### src/rtl/eprom_prog_pkg.sv
`default_nettype none
package eprom_prog_pkg;

    // register map
    localparam logic [15:0] CTRL_ADDR       = 16'h0026;
    localparam int          LATCH_BIT       = 1;
    localparam int          POWER_BIT       = 0;
    localparam logic [7:0]  CTRL_RESET      = 8'h00;

    // memory ranges
    localparam logic [15:0] BOOT_LO         = 16'hfe00;
    localparam logic [15:0] BOOT_HI         = 16'hffef;
    localparam int          EPROM_BYTES     = 48640;
    localparam logic [15:0] EPROM_LO        = 16'h4000;
    localparam logic [15:0] EPROM_HI        = 16'hfdff;
    localparam logic [7:0]  READ_BLANK      = 8'h00;

    // program pulse timing
    localparam int          CLK_PERIOD_NS   = 50;
    localparam int          PULSE_TIME_NS   = 1000000;
    localparam int          PULSE_CYCLES    = (PULSE_TIME_NS + CLK_PERIOD_NS - 1) / CLK_PERIOD_NS;
    localparam int          PULSE_CNT_W     = 16;

    // strap capture after reset release
    typedef enum logic [1:0] {
        st_fill0 = 2'b00,
        st_fill1 = 2'b01,
        st_check = 2'b11,
        st_done  = 2'b10
    } strap_state_type;

    typedef struct packed {
        logic [15:0] addr;
        logic [7:0]  wdata;
        logic        wr;
        logic        rd;
    } cpu_bus_type;

    typedef struct packed {
        logic [15:0] addr;
        logic [7:0]  data;
        logic        loaded;
    } prog_latch_type;

endpackage
`default_nettype wire

### src/rtl/eprom_program_control_boot.sv
`default_nettype none
module eprom_program_control_boot
    import eprom_prog_pkg::*;
#(
    parameter int PULSE_COUNT = PULSE_CYCLES
) (
    input  wire logic        core_clk,
    input  wire logic        nrst,
    input  wire cpu_bus_type cpu,
    input  wire logic        test_level_voltage,
    input  wire logic        boot_select_pin,
    input  wire logic [7:0]  array_rdata,
    input  wire logic [7:0]  boot_rom_rdata,
    output var  logic [7:0]  rdata,
    output var  logic        rdata_valid,
    output var  logic        boot_mode,
    output var  logic        array_read_en,
    output var  logic [15:0] array_addr,
    output var  logic [7:0]  array_wdata,
    output var  logic        array_loaded,
    output var  logic        program_power_enable,
    output var  logic        address_data_latch_enable,
    output var  logic        pulse_done
);

    typedef struct packed {
        logic [1:0]      sync1;
        logic [1:0]      sync2;
        logic [1:0]      sync3;
        strap_state_type strap;
        logic            boot;
        logic            latch_en;
        logic            power_en;
        logic            rd_en;
        prog_latch_type  plat;
        logic [7:0]      rdata;
        logic            rvalid;
    } top_state_type;

    top_state_type s_q;
    top_state_type s_d;
    logic          in_eprom;
    logic          in_boot;
    logic          in_ctrl;
    logic          timer_done;

    pulse_timer #(
        .COUNT (PULSE_COUNT)
    ) u_pulse_timer (
        .core_clk (core_clk),
        .nrst     (nrst),
        .run      (s_q.power_en),
        .done     (timer_done)
    );

    always_comb begin
        in_eprom = (cpu.addr >= EPROM_LO) && (cpu.addr <= EPROM_HI);
        in_boot  = s_q.boot && (cpu.addr >= BOOT_LO) && (cpu.addr <= BOOT_HI);
        in_ctrl  = (cpu.addr == CTRL_ADDR);
    end

    always_comb begin
        s_d        = s_q;
        s_d.sync1  = {test_level_voltage, boot_select_pin};
        s_d.sync2  = s_q.sync1;
        s_d.sync3  = s_q.sync2;
        s_d.rvalid = 1'b0;

        // strap sampled once the chain holds post-reset pin levels
        unique case (s_q.strap)
            st_fill0: s_d.strap = st_fill1;
            st_fill1: s_d.strap = st_check;
            st_check: begin
                if (s_q.sync2 == s_q.sync3) begin
                    s_d.boot  = &s_q.sync3;
                    s_d.strap = st_done;
                end
            end
            st_done:  s_d.strap = st_done;
        endcase

        // control register write
        if (cpu.wr && in_ctrl) begin
            s_d.latch_en = cpu.wdata[LATCH_BIT];
            s_d.power_en = cpu.wdata[POWER_BIT] & cpu.wdata[LATCH_BIT];
        end else begin
            s_d.power_en = s_q.power_en & s_q.latch_en;
        end
        s_d.rd_en = !s_d.latch_en;

        // eprom writes only land in the latches while latch enable is set
        if (cpu.wr && in_eprom && s_q.latch_en) begin
            s_d.plat.addr   = cpu.addr;
            s_d.plat.data   = cpu.wdata;
            s_d.plat.loaded = 1'b1;
        end else if (!s_q.latch_en) begin
            s_d.plat.loaded = 1'b0;
        end

        // read mux
        if (cpu.rd) begin
            s_d.rvalid = 1'b1;
            if (in_ctrl) begin
                s_d.rdata = {6'h00, s_q.latch_en, s_q.power_en};
            end else if (in_eprom) begin
                s_d.rdata = s_q.latch_en ? READ_BLANK : array_rdata;
            end else if (in_boot) begin
                s_d.rdata = boot_rom_rdata;
            end else begin
                s_d.rdata = READ_BLANK;
            end
        end
    end

    always_ff @(posedge core_clk or negedge nrst) begin
        if (!nrst) begin
            s_q          <= '0;
            s_q.strap    <= st_fill0;
            s_q.latch_en <= CTRL_RESET[LATCH_BIT];
            s_q.power_en <= CTRL_RESET[POWER_BIT];
            s_q.rd_en    <= !CTRL_RESET[LATCH_BIT];
        end else begin
            s_q <= s_d;
        end
    end

    always_comb begin
        rdata                     = s_q.rdata;
        rdata_valid               = s_q.rvalid;
        boot_mode                 = s_q.boot;
        array_read_en             = s_q.rd_en;
        array_addr                = s_q.plat.addr;
        array_wdata               = s_q.plat.data;
        array_loaded              = s_q.plat.loaded;
        program_power_enable      = s_q.power_en;
        address_data_latch_enable = s_q.latch_en;
        pulse_done                = timer_done;
    end
endmodule
`default_nettype wire

### src/rtl/pulse_timer.sv
`default_nettype none
module pulse_timer
    import eprom_prog_pkg::*;
#(
    parameter int COUNT = PULSE_CYCLES
) (
    input  wire logic core_clk,
    input  wire logic nrst,
    input  wire logic run,
    output var  logic done
);

    typedef struct packed {
        logic [PULSE_CNT_W-1:0] cnt;
        logic                   done;
    } timer_state_type;

    localparam logic [PULSE_CNT_W-1:0] LAST = PULSE_CNT_W'(COUNT - 1);

    timer_state_type s_q;
    timer_state_type s_d;

    // counts while power is on, restarts when it drops
    always_comb begin
        s_d = s_q;
        if (!run) begin
            s_d.cnt  = '0;
            s_d.done = 1'b0;
        end else if (!s_q.done) begin
            if (s_q.cnt == LAST) begin
                s_d.done = 1'b1;
            end else begin
                s_d.cnt = s_q.cnt + 1'b1;
            end
        end
    end

    always_ff @(posedge core_clk or negedge nrst) begin
        if (!nrst) begin
            s_q <= '0;
        end else begin
            s_q <= s_d;
        end
    end

    assign done = s_q.done;

endmodule
`default_nettype wire

### config.mk
export PLATFORM = sky130hd
export DESIGN_NAME = eprom_program_control_boot
export DESIGN_NICKNAME = d
export VERILOG_FILES = /design/src/rtl/eprom_prog_pkg.sv /design/src/rtl/eprom_program_control_boot.sv /design/src/rtl/pulse_timer.sv
export SDC_FILE = /design/constraint.sdc
export NUM_CORES = 1
export LEC_CHECK = 0
export BUFFER_PORTS_ARGS = -buffer_cell sky130_fd_sc_hd__buf_2
export CAP_MARGIN = 20
export CORE_AREA = 2 2 87 89
export CTS_CLUSTER_DIAMETER = 200
export CTS_CLUSTER_SIZE = 8
export DETAILED_ROUTE_END_ITERATION = 8
export DIE_AREA = 0 0 89 91
export PLACE_DENSITY = 0.78
export SLEW_MARGIN = 20
export SYNTH_ARGS = -nofsm -noshare
export SYNTH_HDL_FRONTEND = slang
export SYNTH_SLANG_ARGS = --single-unit
export TNS_END_PERCENT = 10
### constraint.sdc
create_clock -name core_clk -period 2.35 [get_ports core_clk]
set_input_delay 0.3525 -clock core_clk [delete_from_list [all_inputs] [get_ports core_clk]]
set_output_delay 0.3525 -clock core_clk [all_outputs]
set_load 0.02 [all_outputs]
Yosys cells after proc, flatten, opt, wreduce, memory -nomap -nowiden
Cells that the tools add are included.
{"block": "classes", "addsub": 1, "multipliers": 0, "div": 0, "n_lt_le_gt_ge": 4, "n_eq_ne": 10, "shifts": 0, "n_mux": 15, "n_bitwise": 2, "n_reduce_logical": 11}
{"op": "$mux 17", "count": 2}
{"op": "$le 16x16->1 const B", "count": 2}
{"op": "$mux 8", "count": 4}
{"op": "$add 16x1->16 const B", "count": 1}
{"op": "$eq 16x15->1 const B", "count": 1}
{"op": "$eq 16x6->1 const B", "count": 1}
{"op": "$ge 16x15->1 const B", "count": 1}
{"op": "$ge 16x16->1 const B", "count": 1}
{"op": "$mux 16", "count": 1}
{"op": "$pmux 2 s4", "count": 1}
{"op": "$logic_and 1x1->1", "count": 6}
{"op": "$mux 1", "count": 6}
{"op": "$ne 2x2->1 const B", "count": 3}
{"op": "$reduce_and 2->1", "count": 3}
{"op": "$eq 2x2->1 const B", "count": 2}
{"op": "$mux 3", "count": 1}
{"op": "$and 1x1->1", "count": 2}
{"op": "$eq 2x1->1 const B", "count": 1}
{"op": "$eq 2x2->1", "count": 1}
{"op": "$logic_not 2->1", "count": 1}
{"op": "$ne 2x1->1 const B", "count": 1}
{"op": "$logic_not 1->1", "count": 1}
{"block": "word_totals", "regBits": 63, "latchBits": 0, "ram_bits": 0, "rom_bits": 0, "input_bits": 46, "n_memories": 0}

Longest topological paths before layout
Gate-level depths: netlist (run 1).
{"block": "depth", "depth_word": 6, "depth_mapped": 5, "mapped_depth_nobuf": 5}

Modules after synthesis
From an unflattened synthesis (run 1), not the netlist that was laid out.
{"block": "hier_totals", "cells_unflattened": 263, "area_unflattened_um2": 3169.3}
{"mod": "eprom_program_control_boot", "instances": 1, "cells_per_inst": 168, "area_each_um2": 2219.6, "seq_area_each_um2": 1152.4}
{"mod": "pulse_timer", "instances": 1, "cells_per_inst": 95, "area_each_um2": 949.7, "seq_area_each_um2": 425.4}

Least setup slack after synthesis (run 1)
Ideal clock, no wire load.
{"block": "synth_timing", "kind": "register to register", "startpoint": "register u_pulse_timer.s_q[1] in the netlist's numbering", "endpoint": "register u_pulse_timer.s_q[4] in the netlist's numbering", "setup_time_ns": 0.078, "t_arrival_ns": 1.427, "path_slack_ns": 0.845, "path_stages_with_launch": 6, "path_buffers": 0, "synth_period_minus_slack_ns": 1.505, "cell_sequence": "dfrtp_1 -> ha_1 -> nand4_2 -> nor4_4 -> or4_1 -> a21boi_1"}
{"block": "synth_between", "elab_chain_len": 4, "word_cells_on_any_way": 7}
{"item": "from (decl)", "line": "pulse_timer.sv:20", "source": "timer_state_type s_q;"}
{"item": "from (signal assigned)", "line": "pulse_timer.sv:40", "source": "s_q <= '0;"}
{"item": "from (signal assigned)", "line": "pulse_timer.sv:42", "source": "s_q <= s_d;"}
{"item": "$add 16x1->16", "line": "pulse_timer.sv:33", "source": "s_d.cnt = s_q.cnt + 1'b1;"}
{"item": "$mux 16", "line": "pulse_timer.sv:30", "source": "if (s_q.cnt == LAST) begin"}
{"item": "$mux 17", "line": "pulse_timer.sv:29", "source": "end else if (!s_q.done) begin"}
{"item": "$mux 17", "line": "pulse_timer.sv:26", "source": "if (!run) begin"}
Several ways; a longest one is shown, not always the timed one. The select of a mux whose other input is x is not followed.
A chain may end at the register's enable or synchronous reset.

Worst setup path in the final report (run 1)
{"block": "layout_timing", "startpoint": "register u_pulse_timer.s_q[1] in the netlist's numbering", "endpoint": "register u_pulse_timer.s_q[6] in the netlist's numbering"}
Same word-level chain as after synthesis.

==> results.yml, run 1 <==
die:
  ioPinCount: 85
  rows: 31
  core_area_um2: 7140
  dieArea_um2: 8100
  die_y_um: 91
  dieWidth_um: 89
  initial_core_util_pct: 43.9
clock_tree:
  clock_sinks: 63
  ctsLongestPathBuffers: 2
  h-tree-depth: 3
  cts_tree: "yes"
  path_clk_slew_ns: 0.08
  cts_root_buffer: "clkbuf_8"
  cts_buffers: 9
  clock_latency_ns: 0.33
yosys:
  syn_area_per_cell_um2: 11.8
  synth.distinct_cells: 50
  synth-xor-area-share_pct: 2.24
  synth_simple_gate_area_share_pct: 15.5
  ys.flop_type: "dfrtp_1"
  synthAdderAreaFrac_pct: 0.400
  synth_nets: 313
  synth_edf_count: 0
  synth_top_family_by_area: "simple AND/OR/NAND/NOR gates"
  yosys-mux-area-fraction_pct: 13.4
  synth_seq_cells: 63
  async_flop_share_pct: 100
  syn_area_um2: 3130
  yosysWarningCount: 0
  synth_compound_area_share_pct: 7.71
  synthCells: 266
  ys_seq_area_share_pct: 50.4
placement:
  placed_cell_area_um2: 3440
  dp_hpwl_um: 4940
  gp_congestion: 0.776
  numPortBuffers: 84
layout:
  fin_nets: 374
  antennaDiodeCount: 0
  fin_area_um2: 3670
  final_common_cell: "buf_2"
  area_growth_pct: 17.1
  drive_gt1_share_pct: 41.9
  layout_common_cells: "buf_2 (84), dfrtp_1 (62), nand2_1 (22), mux2_4 (13), mux2_2 (12)"
  post-route-util_pct: 51.4
drt:
  wl_um: 6550
  ant_nets: 0
  first_pass_iters: 4
  drt_iter0_markers: 115
  drcViolationCount: 0
  drt-wirelength-per-cell_um: 15.2
  viasPerCell: 5.11
  vias: 2203
timing:
  finClkSkew_ns: 0.0111
  setup_violations: 0
  tightest_slew_ns: 0.962
  finalCriticalPeriod_ns: 1.69
  relSlewSlack_pct: 35.8
  tns_ns: 0
  finalCritPeriodShare_pct: 72.0
  grt_setup_unrepaired: "no"
  fmaxAchievable_mhz: 591
  hold_viol_final: 0
  drv_slew: 0
worst_setup_path:
  cp_top_family: "simple AND/OR/NAND/NOR gates"
  crit_type: "flop to flop"
  cp_slowest_cell: "nor4_4"
  path_buf_inv: 0
  cp_cell_sequence: "ha_1 -> nand4_2 -> nor4_4 -> nor4_1 -> mux2i_1"
  cp.arrival_ns: 1.90
  cp_slowest_stage_delay_ns: 0.46
  cp-start-kind: "flop"
  worstPathMaxFanout: 6
  critPathRequiredTime_ns: 2.56
  crit_path_end_kind: "flop"
grt:
  grt_pass1_wl_um: 10800
  grt-ovfl-total: 0
  grt_pass1_vias: 2188
  antenna_found_initial: 0
  grt_max_degree: 31
  grt_usage_pct: 17.3
status:
  status: "finished clean"
power:
  total_power_mw: 2.32
  power.leakage_nw: 1.93
  peakVddDrop_mv: 0.292
  power_density_nw_per_um2: 633
hold_path:
  hp-class: "input pin to flop"
job:
  maxCapViolations: 0
## flip-flops by register name (all words and copies together) (netlist names), 4 cells and up
| name | cells |
|---|---|
| s_d | 4 |
| u_pulse_timer.s_q | 16 |
| s_q | 4 |
| array_wdata | 8 |
| rdata | 8 |
| array_addr | 16 |
## report_power, final
| group | switching, mW | internal, mW |
|---|---|---|
| clock | 0.424 | 0.627 |
| combinational | 0.0927 | 0.0631 |
| sequential | 0.0121 | 1.10 |
## cell families (layout without fill, tap and decap cells)
family | count (synthesis) | count (layout)
AND/OR/NAND/NOR | 78 | 78
flip-flops | 63 | 63
XOR/XNOR | 8 | 8
buffers and inverters | 50 | 116
AO/OA/AOI/OAI | 32 | 32
adder cells (fa/ha/maj) | 1 | 1
multiplexers | 34 | 34
## per-layer routing
layer / vias up / wire length (um) / global-route usage (%) / part of all wire, %
met4: 0 / 80 / 6.47 / 1.2
met5: - / 0 / 0 / 0
li1: 1044 / - / - / -
met1: 1080 / 2940 / 23.6 / 45
met3: 8 / 395 / 4.36 / 6.0
met2: 71 / 3130 / 26.6 / 48
## Yosys cell counts (6+ instances only)
cell	instances	area, um2
dfrtp_1	62	1550
buf_4	32	240
nand2_1	22	82.6
mux2_4	13	195
mux2_2	12	135
inv_1	11	41.3
mux2i_1	9	90.1
o22ai_1	9	56.3
xor2_1	8	70.1
and2_1	7	43.8
a32oi_1	6	52.6
nand2b_1	6	37.5
## layout make-up
type / count / area (um2)
multi-input cells: 153 / 1230
fillers: 657 / 3470
repair buffers: 89 / 473
clock buffers: 11 / 141
inverters: 11 / 41.3
clock inverters: 5 / 81.3
well taps: 99 / 124
flip-flops and latches: 63 / 1580
## worst paths after layout
path	depth (start not counted)	slack [ns]	to	from
worst max register to register	5	0.66	u_pulse_timer.s_q[6]$_DFFE_PN0P_	u_pulse_timer.s_q[1]$_DFFE_PN0P_
worst min-delay path	1	0.12	s_d[42]$_DFF_PN0_	boot_select_pin
worst max-delay path	5	0.66	u_pulse_timer.s_q[6]$_DFFE_PN0P_	u_pulse_timer.s_q[1]$_DFFE_PN0P_
max in group asynchronous	3	1.30	rdata[5]$_DFFE_PN0P_	nrst
worst min register to register	0	0.35	s_d[41]$_DFF_PN0_	s_d[43]$_DFF_PN0_
min in group asynchronous	2	0.45	s_d[40]$_DFF_PN0_	nrst
## worst register-to-register path: cells and delay by family, from the launching register on
family | cells | cell delay [ns]
muxes | 1 | 0.14
DFF | 1 | 0.41
adders and majority gates | 1 | 0.21
and+or+nand+nor | 3 | 0.81
## per-stage QoR
| step | hold WS [ns] | cells | setup slack [ns] |
|---|---|---|---|
| finish | 0.117 | 431 | 0.658 |
| global placement | 0.267 | 414 | 0.450 |
| detailed placement | 0.270 | 414 | 0.414 |
| CTS | 0.105 | 431 | 0.642 |
| floorplan | 0.0569 | 266 | 0.845 |
| global route | 0.102 | 431 | 0.494 |
## timing repair
action	CTS	global route
endpoints found under the hold margin	12	0
hold buffers	1	0
setup endpoints to repair	0	0
setup buffers	0	0
resized for setup	0	0
Power figures use the tool's default switching activity.
==> inputs of run 2 (changes only) <==
- clock period: 2.35 -> 1.7 ns (I/O delays scaled with it)
==> results.yml, run 2 (synthesis results as in run 1) <==
power:
  power_density_nw_per_um2: 818
  pwr-share-clk_pct: 42.2
  peakVddDrop_mv: 0.549
  p_sw_share_pct: 23.4
  internal_power_mw: 2.33
  seqPwrFrac_pct: 50.7
  combPwrFrac_pct: 7.2
  power.leakage_nw: 1.96
  p_switching_uw: 713
  total_power_mw: 3.04
status:
  status: "finished clean"
timing:
  finClkSkew_ns: 0.00940
  setup_violations: 0
  tns_ns: 0
  tightest_slew_ns: 0.535
  finalCritPeriodShare_pct: 94.6
  hold_viol_final: 0
  relSlewSlack_pct: 64.3
  finalCriticalPeriod_ns: 1.61
  drv_slew: 0
  holdWs_ns: 0.0236
  grt_setup_unrepaired: "yes"
  fmaxAchievable_mhz: 622
drt:
  first_pass_iters: 4
  drt-wirelength-per-cell_um: 14.4
  drcViolationCount: 0
  vias: 2222
  drt_iter0_markers: 66
  ant_nets: 0
  wl_um: 6320
  viasPerCell: 5.07
worst_setup_path:
  r2r_cells: 5
  cp_slowest_cell: "or4_1"
  critPathRequiredTime_ns: 1.95
  cp_cell_sequence: "ha_1 -> nand4_4 -> nor4_4 -> or4_1 -> a21boi_1"
  cp_slowest_stage_delay_ns: 0.47
  cp-start-kind: "flop"
  worstPathMaxFanout: 6
  r2r_end: "u_pulse_timer.s_q[4]$_DFFE_PN0P_"
  rrSetupSlack_ns: 0.09
  startpoint: "u_pulse_timer.s_q[1]$_DFFE_PN0P_"
  cp.arrival_ns: 1.86
  crit_path_end_kind: "flop"
  crit_type: "flop to flop"
  crit_path_end: "u_pulse_timer.s_q[4]$_DFFE_PN0P_"
  rr_startpoint: "u_pulse_timer.s_q[1]$_DFFE_PN0P_"
layout:
  final_common_cell: "buf_2"
  antennaDiodeCount: 0
  layout_common_cells: "buf_2 (84), dfrtp_1 (62), nand2_1 (22), mux2_4 (13), mux2_2 (12)"
  drive_gt1_share_pct: 43.1
  layoutNonFillerInstCount: 438
  fin_nets: 381
  area_growth_pct: 18.7
clock_tree:
  h-tree-depth: 3
  clock_sinks: 63
  cts_tree: "yes"
  clock_latency_ns: 0.34
  cts_setup_buffers: 0
  ctsLongestPathBuffers: 2
  path_clk_slew_ns: 0.07
  cts_root_buffer: "clkbuf_8"
  cts_buffers: 9
grt:
  grt_pass1_wl_um: 10500
  grt-ovfl-total: 0
  antenna_found_initial: 0
  grt_pass1_vias: 2195
  grt_max_degree: 30
  grt_usage_pct: 16.9
die:
  dieWidth_um: 89
  ioPinCount: 85
  rows: 31
  core_area_um2: 7140
  initial_core_util_pct: 43.9
  dieArea_um2: 8100
  die_y_um: 91
hold_path:
  hp-class: "input pin to flop"
  worstHoldStart: "boot_select_pin"
placement:
  dp_hpwl_um: 4750
  numPortBuffers: 84
  place_inst: 421
  gp_congestion: 0.840
job:
  maxCapViolations: 0
## run 2: changes by cell type in the layout (fill, tap and decap cells not counted), sizes merged
| cell | change |
|---|---|
| buf | +7 |
| clkinvlp | +2 |
| bufinv | -1 |
| clkinv | -1 |
## run 2: final cells by class
class,instances,area [um2]
Multi-Input combinational cell,153,1240
Inverter,11,41.3
Clock buffer,11,141
Clock inverter,5,57.6
Tap cell,99,124
Timing Repair Buffer,96,538
Fill cell,684,3420
Sequential cell,63,1580
## run 2: worst max-delay path: cells and delay by family, from the launching register on
family                     cells  cell delay [ns]
adders and majority gates      1             0.26
and+or+nand+nor                3             0.69
DFF                            1             0.42
AOI/OAI and AO/OA              1             0.16
## run 2: repair_timing
item | 4_1_cts | 5_1_grt
hold endpoints to repair | 20 | 0
endpoints found under the setup margin | 0 | 9
hold buffers | 1 | 0
resized for setup | 0 | 1
## run 2: worst min-delay path by stage
stage	endpoint	slack [ns]	depth (start not counted)
after floorplan	address_data_latch_enable$_DFF_PN0_	-0.04	0
after global placement	array_wdata[7]$_DFFE_PN0P_	0.26	1
after detailed placement	array_wdata[7]$_DFFE_PN0P_	0.26	1
after CTS	s_d[42]$_DFF_PN0_	0.01	1
after global routing	s_d[42]$_DFF_PN0_	0.01	1
final	s_d[42]$_DFF_PN0_	0.02	1
## run 2: per-stage QoR
stage	instance area, um2	util [%]	worst slack, ns
detailed placement	3500	49.1	0.0425
global route	3720	52.1	-0.0174
finish	3720	52.1	0.0926
floorplan	3130	-	0.195
global placement	3500	49.1	0.0863
CTS	3710	52.0	0.0432
## run 2: per-layer routing
layer  vias up  wire, um  global-route usage (%)
li1       1055         -                       -
met1      1080      2840                    22.4
met3        10       354                    4.73
met5         -         0                       0
met4         0        94                    5.60
met2        77      3020                    26.5
## run 2: power by group through the flow
stage | sequential (mW) | combinational, mW | clock (mW)
finish | 1.54 | 0.218 | 1.28
global route | 1.54 | 0.241 | 1.38
CTS | 1.54 | 0.221 | 1.32
detailed placement | 1.57 | 0.219 | 0
global placement | 1.57 | 0.216 | 0
floorplan | 1.57 | 0.107 | 0
==> inputs of run 3 (changes only) <==
- PLACE_DENSITY: 0.78 -> 0.67
==> results.yml, run 3 (synthesis results as in run 1) <==
worst_setup_path:
  r2r_end: "u_pulse_timer.s_q[6]$_DFFE_PN0P_"
  worstPathMaxFanout: 6
  crit_path_end_kind: "flop"
  critPathRequiredTime_ns: 1.90
  cp.arrival_ns: 1.82
  cp_slowest_stage_delay_ns: 0.45
  r2r_cells: 5
  cp-start-kind: "flop"
  path_buf_inv: 0
  cp_top_family: "simple AND/OR/NAND/NOR gates"
  crit_type: "flop to flop"
  cp_slowest_cell: "nor4_4"
  rrSetupSlack_ns: 0.08
  cp_cell_sequence: "ha_1 -> nand4_2 -> nor4_4 -> nor4_1 -> mux2i_1"
  rr_startpoint: "u_pulse_timer.s_q[2]$_DFFE_PN0P_"
timing:
  tns_ns: 0
  grt_setup_unrepaired: "yes"
  finalCriticalPeriod_ns: 1.62
  finClkSkew_ns: 0.00870
  drv_slew: 0
  finalCritPeriodShare_pct: 95.5
  tightest_slew_ns: 0.588
  setup_violations: 0
  fmaxAchievable_mhz: 616
  hold_viol_final: 0
  holdWs_ns: 0.0288
  relSlewSlack_pct: 60.8
  finalWorstSetupSlack_ns: 0.0757
power:
  pwr-share-clk_pct: 40.4
  power.leakage_nw: 1.93
  total_power_mw: 2.94
  seqPwrFrac_pct: 52.5
  power_density_nw_per_um2: 798
  p_sw_share_pct: 24.4
  internal_power_mw: 2.22
  combPwrFrac_pct: 7.2
  p_switching_uw: 717
  peakVddDrop_mv: 0.465
drt:
  ant_nets: 0
  drt_iter0_markers: 83
  first_pass_iters: 4
  drcViolationCount: 0
  viasPerCell: 4.94
  wl_um: 6040
  vias: 2147
  drt-wirelength-per-cell_um: 13.9
die:
  core_area_um2: 7140
  initial_core_util_pct: 43.9
  dieArea_um2: 8100
  dieWidth_um: 89
  die_y_um: 91
  ioPinCount: 85
  rows: 31
layout:
  fin_nets: 378
  area_growth_pct: 17.7
  antennaDiodeCount: 0
  layout_common_cells: "buf_2 (84), dfrtp_1 (62), nand2_1 (22), mux2_4 (13), mux2_2 (12)"
  post-route-util_pct: 51.6
  final_common_cell: "buf_2"
  num-fill-cells: 652
  drive_gt1_share_pct: 43.2
job:
  maxCapViolations: 0
clock_tree:
  cts_buffers: 9
  h-tree-depth: 3
  ctsLongestPathBuffers: 2
  cts_tree: "yes"
  cts_root_buffer: "clkbuf_8"
  path_clk_slew_ns: 0.07
  clock_sinks: 63
  clock_latency_ns: 0.33
hold_path:
  whs_endpoint: "s_d[42]$_DFF_PN0_"
  holdPathStages: 1
  worstHoldStart: "boot_select_pin"
  hp-class: "input pin to flop"
grt:
  grt-ovfl-total: 0
  grt_pass1_vias: 2046
  antenna_found_initial: 0
  grt_max_degree: 64
  grt_pass1_wl_um: 9930
  grt_usage_pct: 15.8
status:
  status: "finished clean"
placement:
  dp_slack_ns: 0.0220
  dp_hpwl_um: 4460
  gp_congestion: 0.782
  numPortBuffers: 84
[run 3: changes by cell type in the layout (fill, tap and decap cells not counted), sizes merged]
| cell | delta |
|---|---|
| bufinv | -1 |
| clkbuf | +1 |
| clkinv | -1 |
| clkinvlp | +1 |
| buf | -3 |
[run 3: timing repair]
action | in CTS | in global routing
hold buffers | 1 | 0
gates resized for setup | 0 | 2
setup endpoints to repair | 0 | 1
hold endpoints to repair | 62 | 0
buffers inserted | 0 | 0
[run 3: power by group through the flow]
stage | clock network [mW] | registers [mW] | logic, mW
after floorplan | 0 | 1.57 | 0.107
after global placement | 0 | 1.57 | 0.211
after detailed placement | 0 | 1.57 | 0.213
after CTS | 1.23 | 1.54 | 0.215
after global routing | 1.31 | 1.55 | 0.237
final | 1.19 | 1.54 | 0.210
[run 3: per-stage QoR]
stage               area, um2  std cells
floorplan                3130        266
CTS                      3670        435
finish                   3690        435
detailed placement       3480        418
global route             3690        435
global placement         3480        418
[run 3: cell type report]
class                           instances  area [um2]  share of cell area [%]
Sequential cell                        63        1580                    42.8
Multi-Input combinational cell        153        1240                    33.7
Timing Repair Buffer                   93         515                    14.0
Clock buffer                           12         155                    4.21
Tap cell                               99         124                    3.36
Inverter                               11        41.3                    1.12
Clock inverter                          4        30.0                   0.815
[run 3: worst register-to-register path, stage by stage, from the launching register on]
cell,delay [ns]
dfrtp_1,0.38
ha_1,0.19
nand4_2,0.22
nor4_4,0.45
nor4_1,0.12
mux2i_1,0.13
[run 3: routing by layer]
layer  wire length (um)  global-route usage [%]  vias up
li1                   -                       -     1047
met1               2870                    21.8     1038
met2               2810                    23.8       54
met3                275                    4.64        8
met4                 88                    5.35        0
met5                  0                       0        -
[run 3: worst max-delay path by stage]
stage               slack (ns)                              from                                   to  cells past startpoint
global route            -0.006  u_pulse_timer.s_q[2]$_DFFE_PN0P_     u_pulse_timer.s_q[6]$_DFFE_PN0P_                      5
global placement          0.08                           cpu[16]  address_data_latch_enable$_DFF_PN0_                      5
floorplan                 0.20  u_pulse_timer.s_q[1]$_DFFE_PN0P_     u_pulse_timer.s_q[4]$_DFFE_PN0P_                      5
CTS                       0.09    program_power_enable$_DFF_PN0_                 program_power_enable                      1
detailed placement        0.02                           cpu[16]  address_data_latch_enable$_DFF_PN0_                      5
finish                    0.08  u_pulse_timer.s_q[2]$_DFFE_PN0P_     u_pulse_timer.s_q[6]$_DFFE_PN0P_                      5
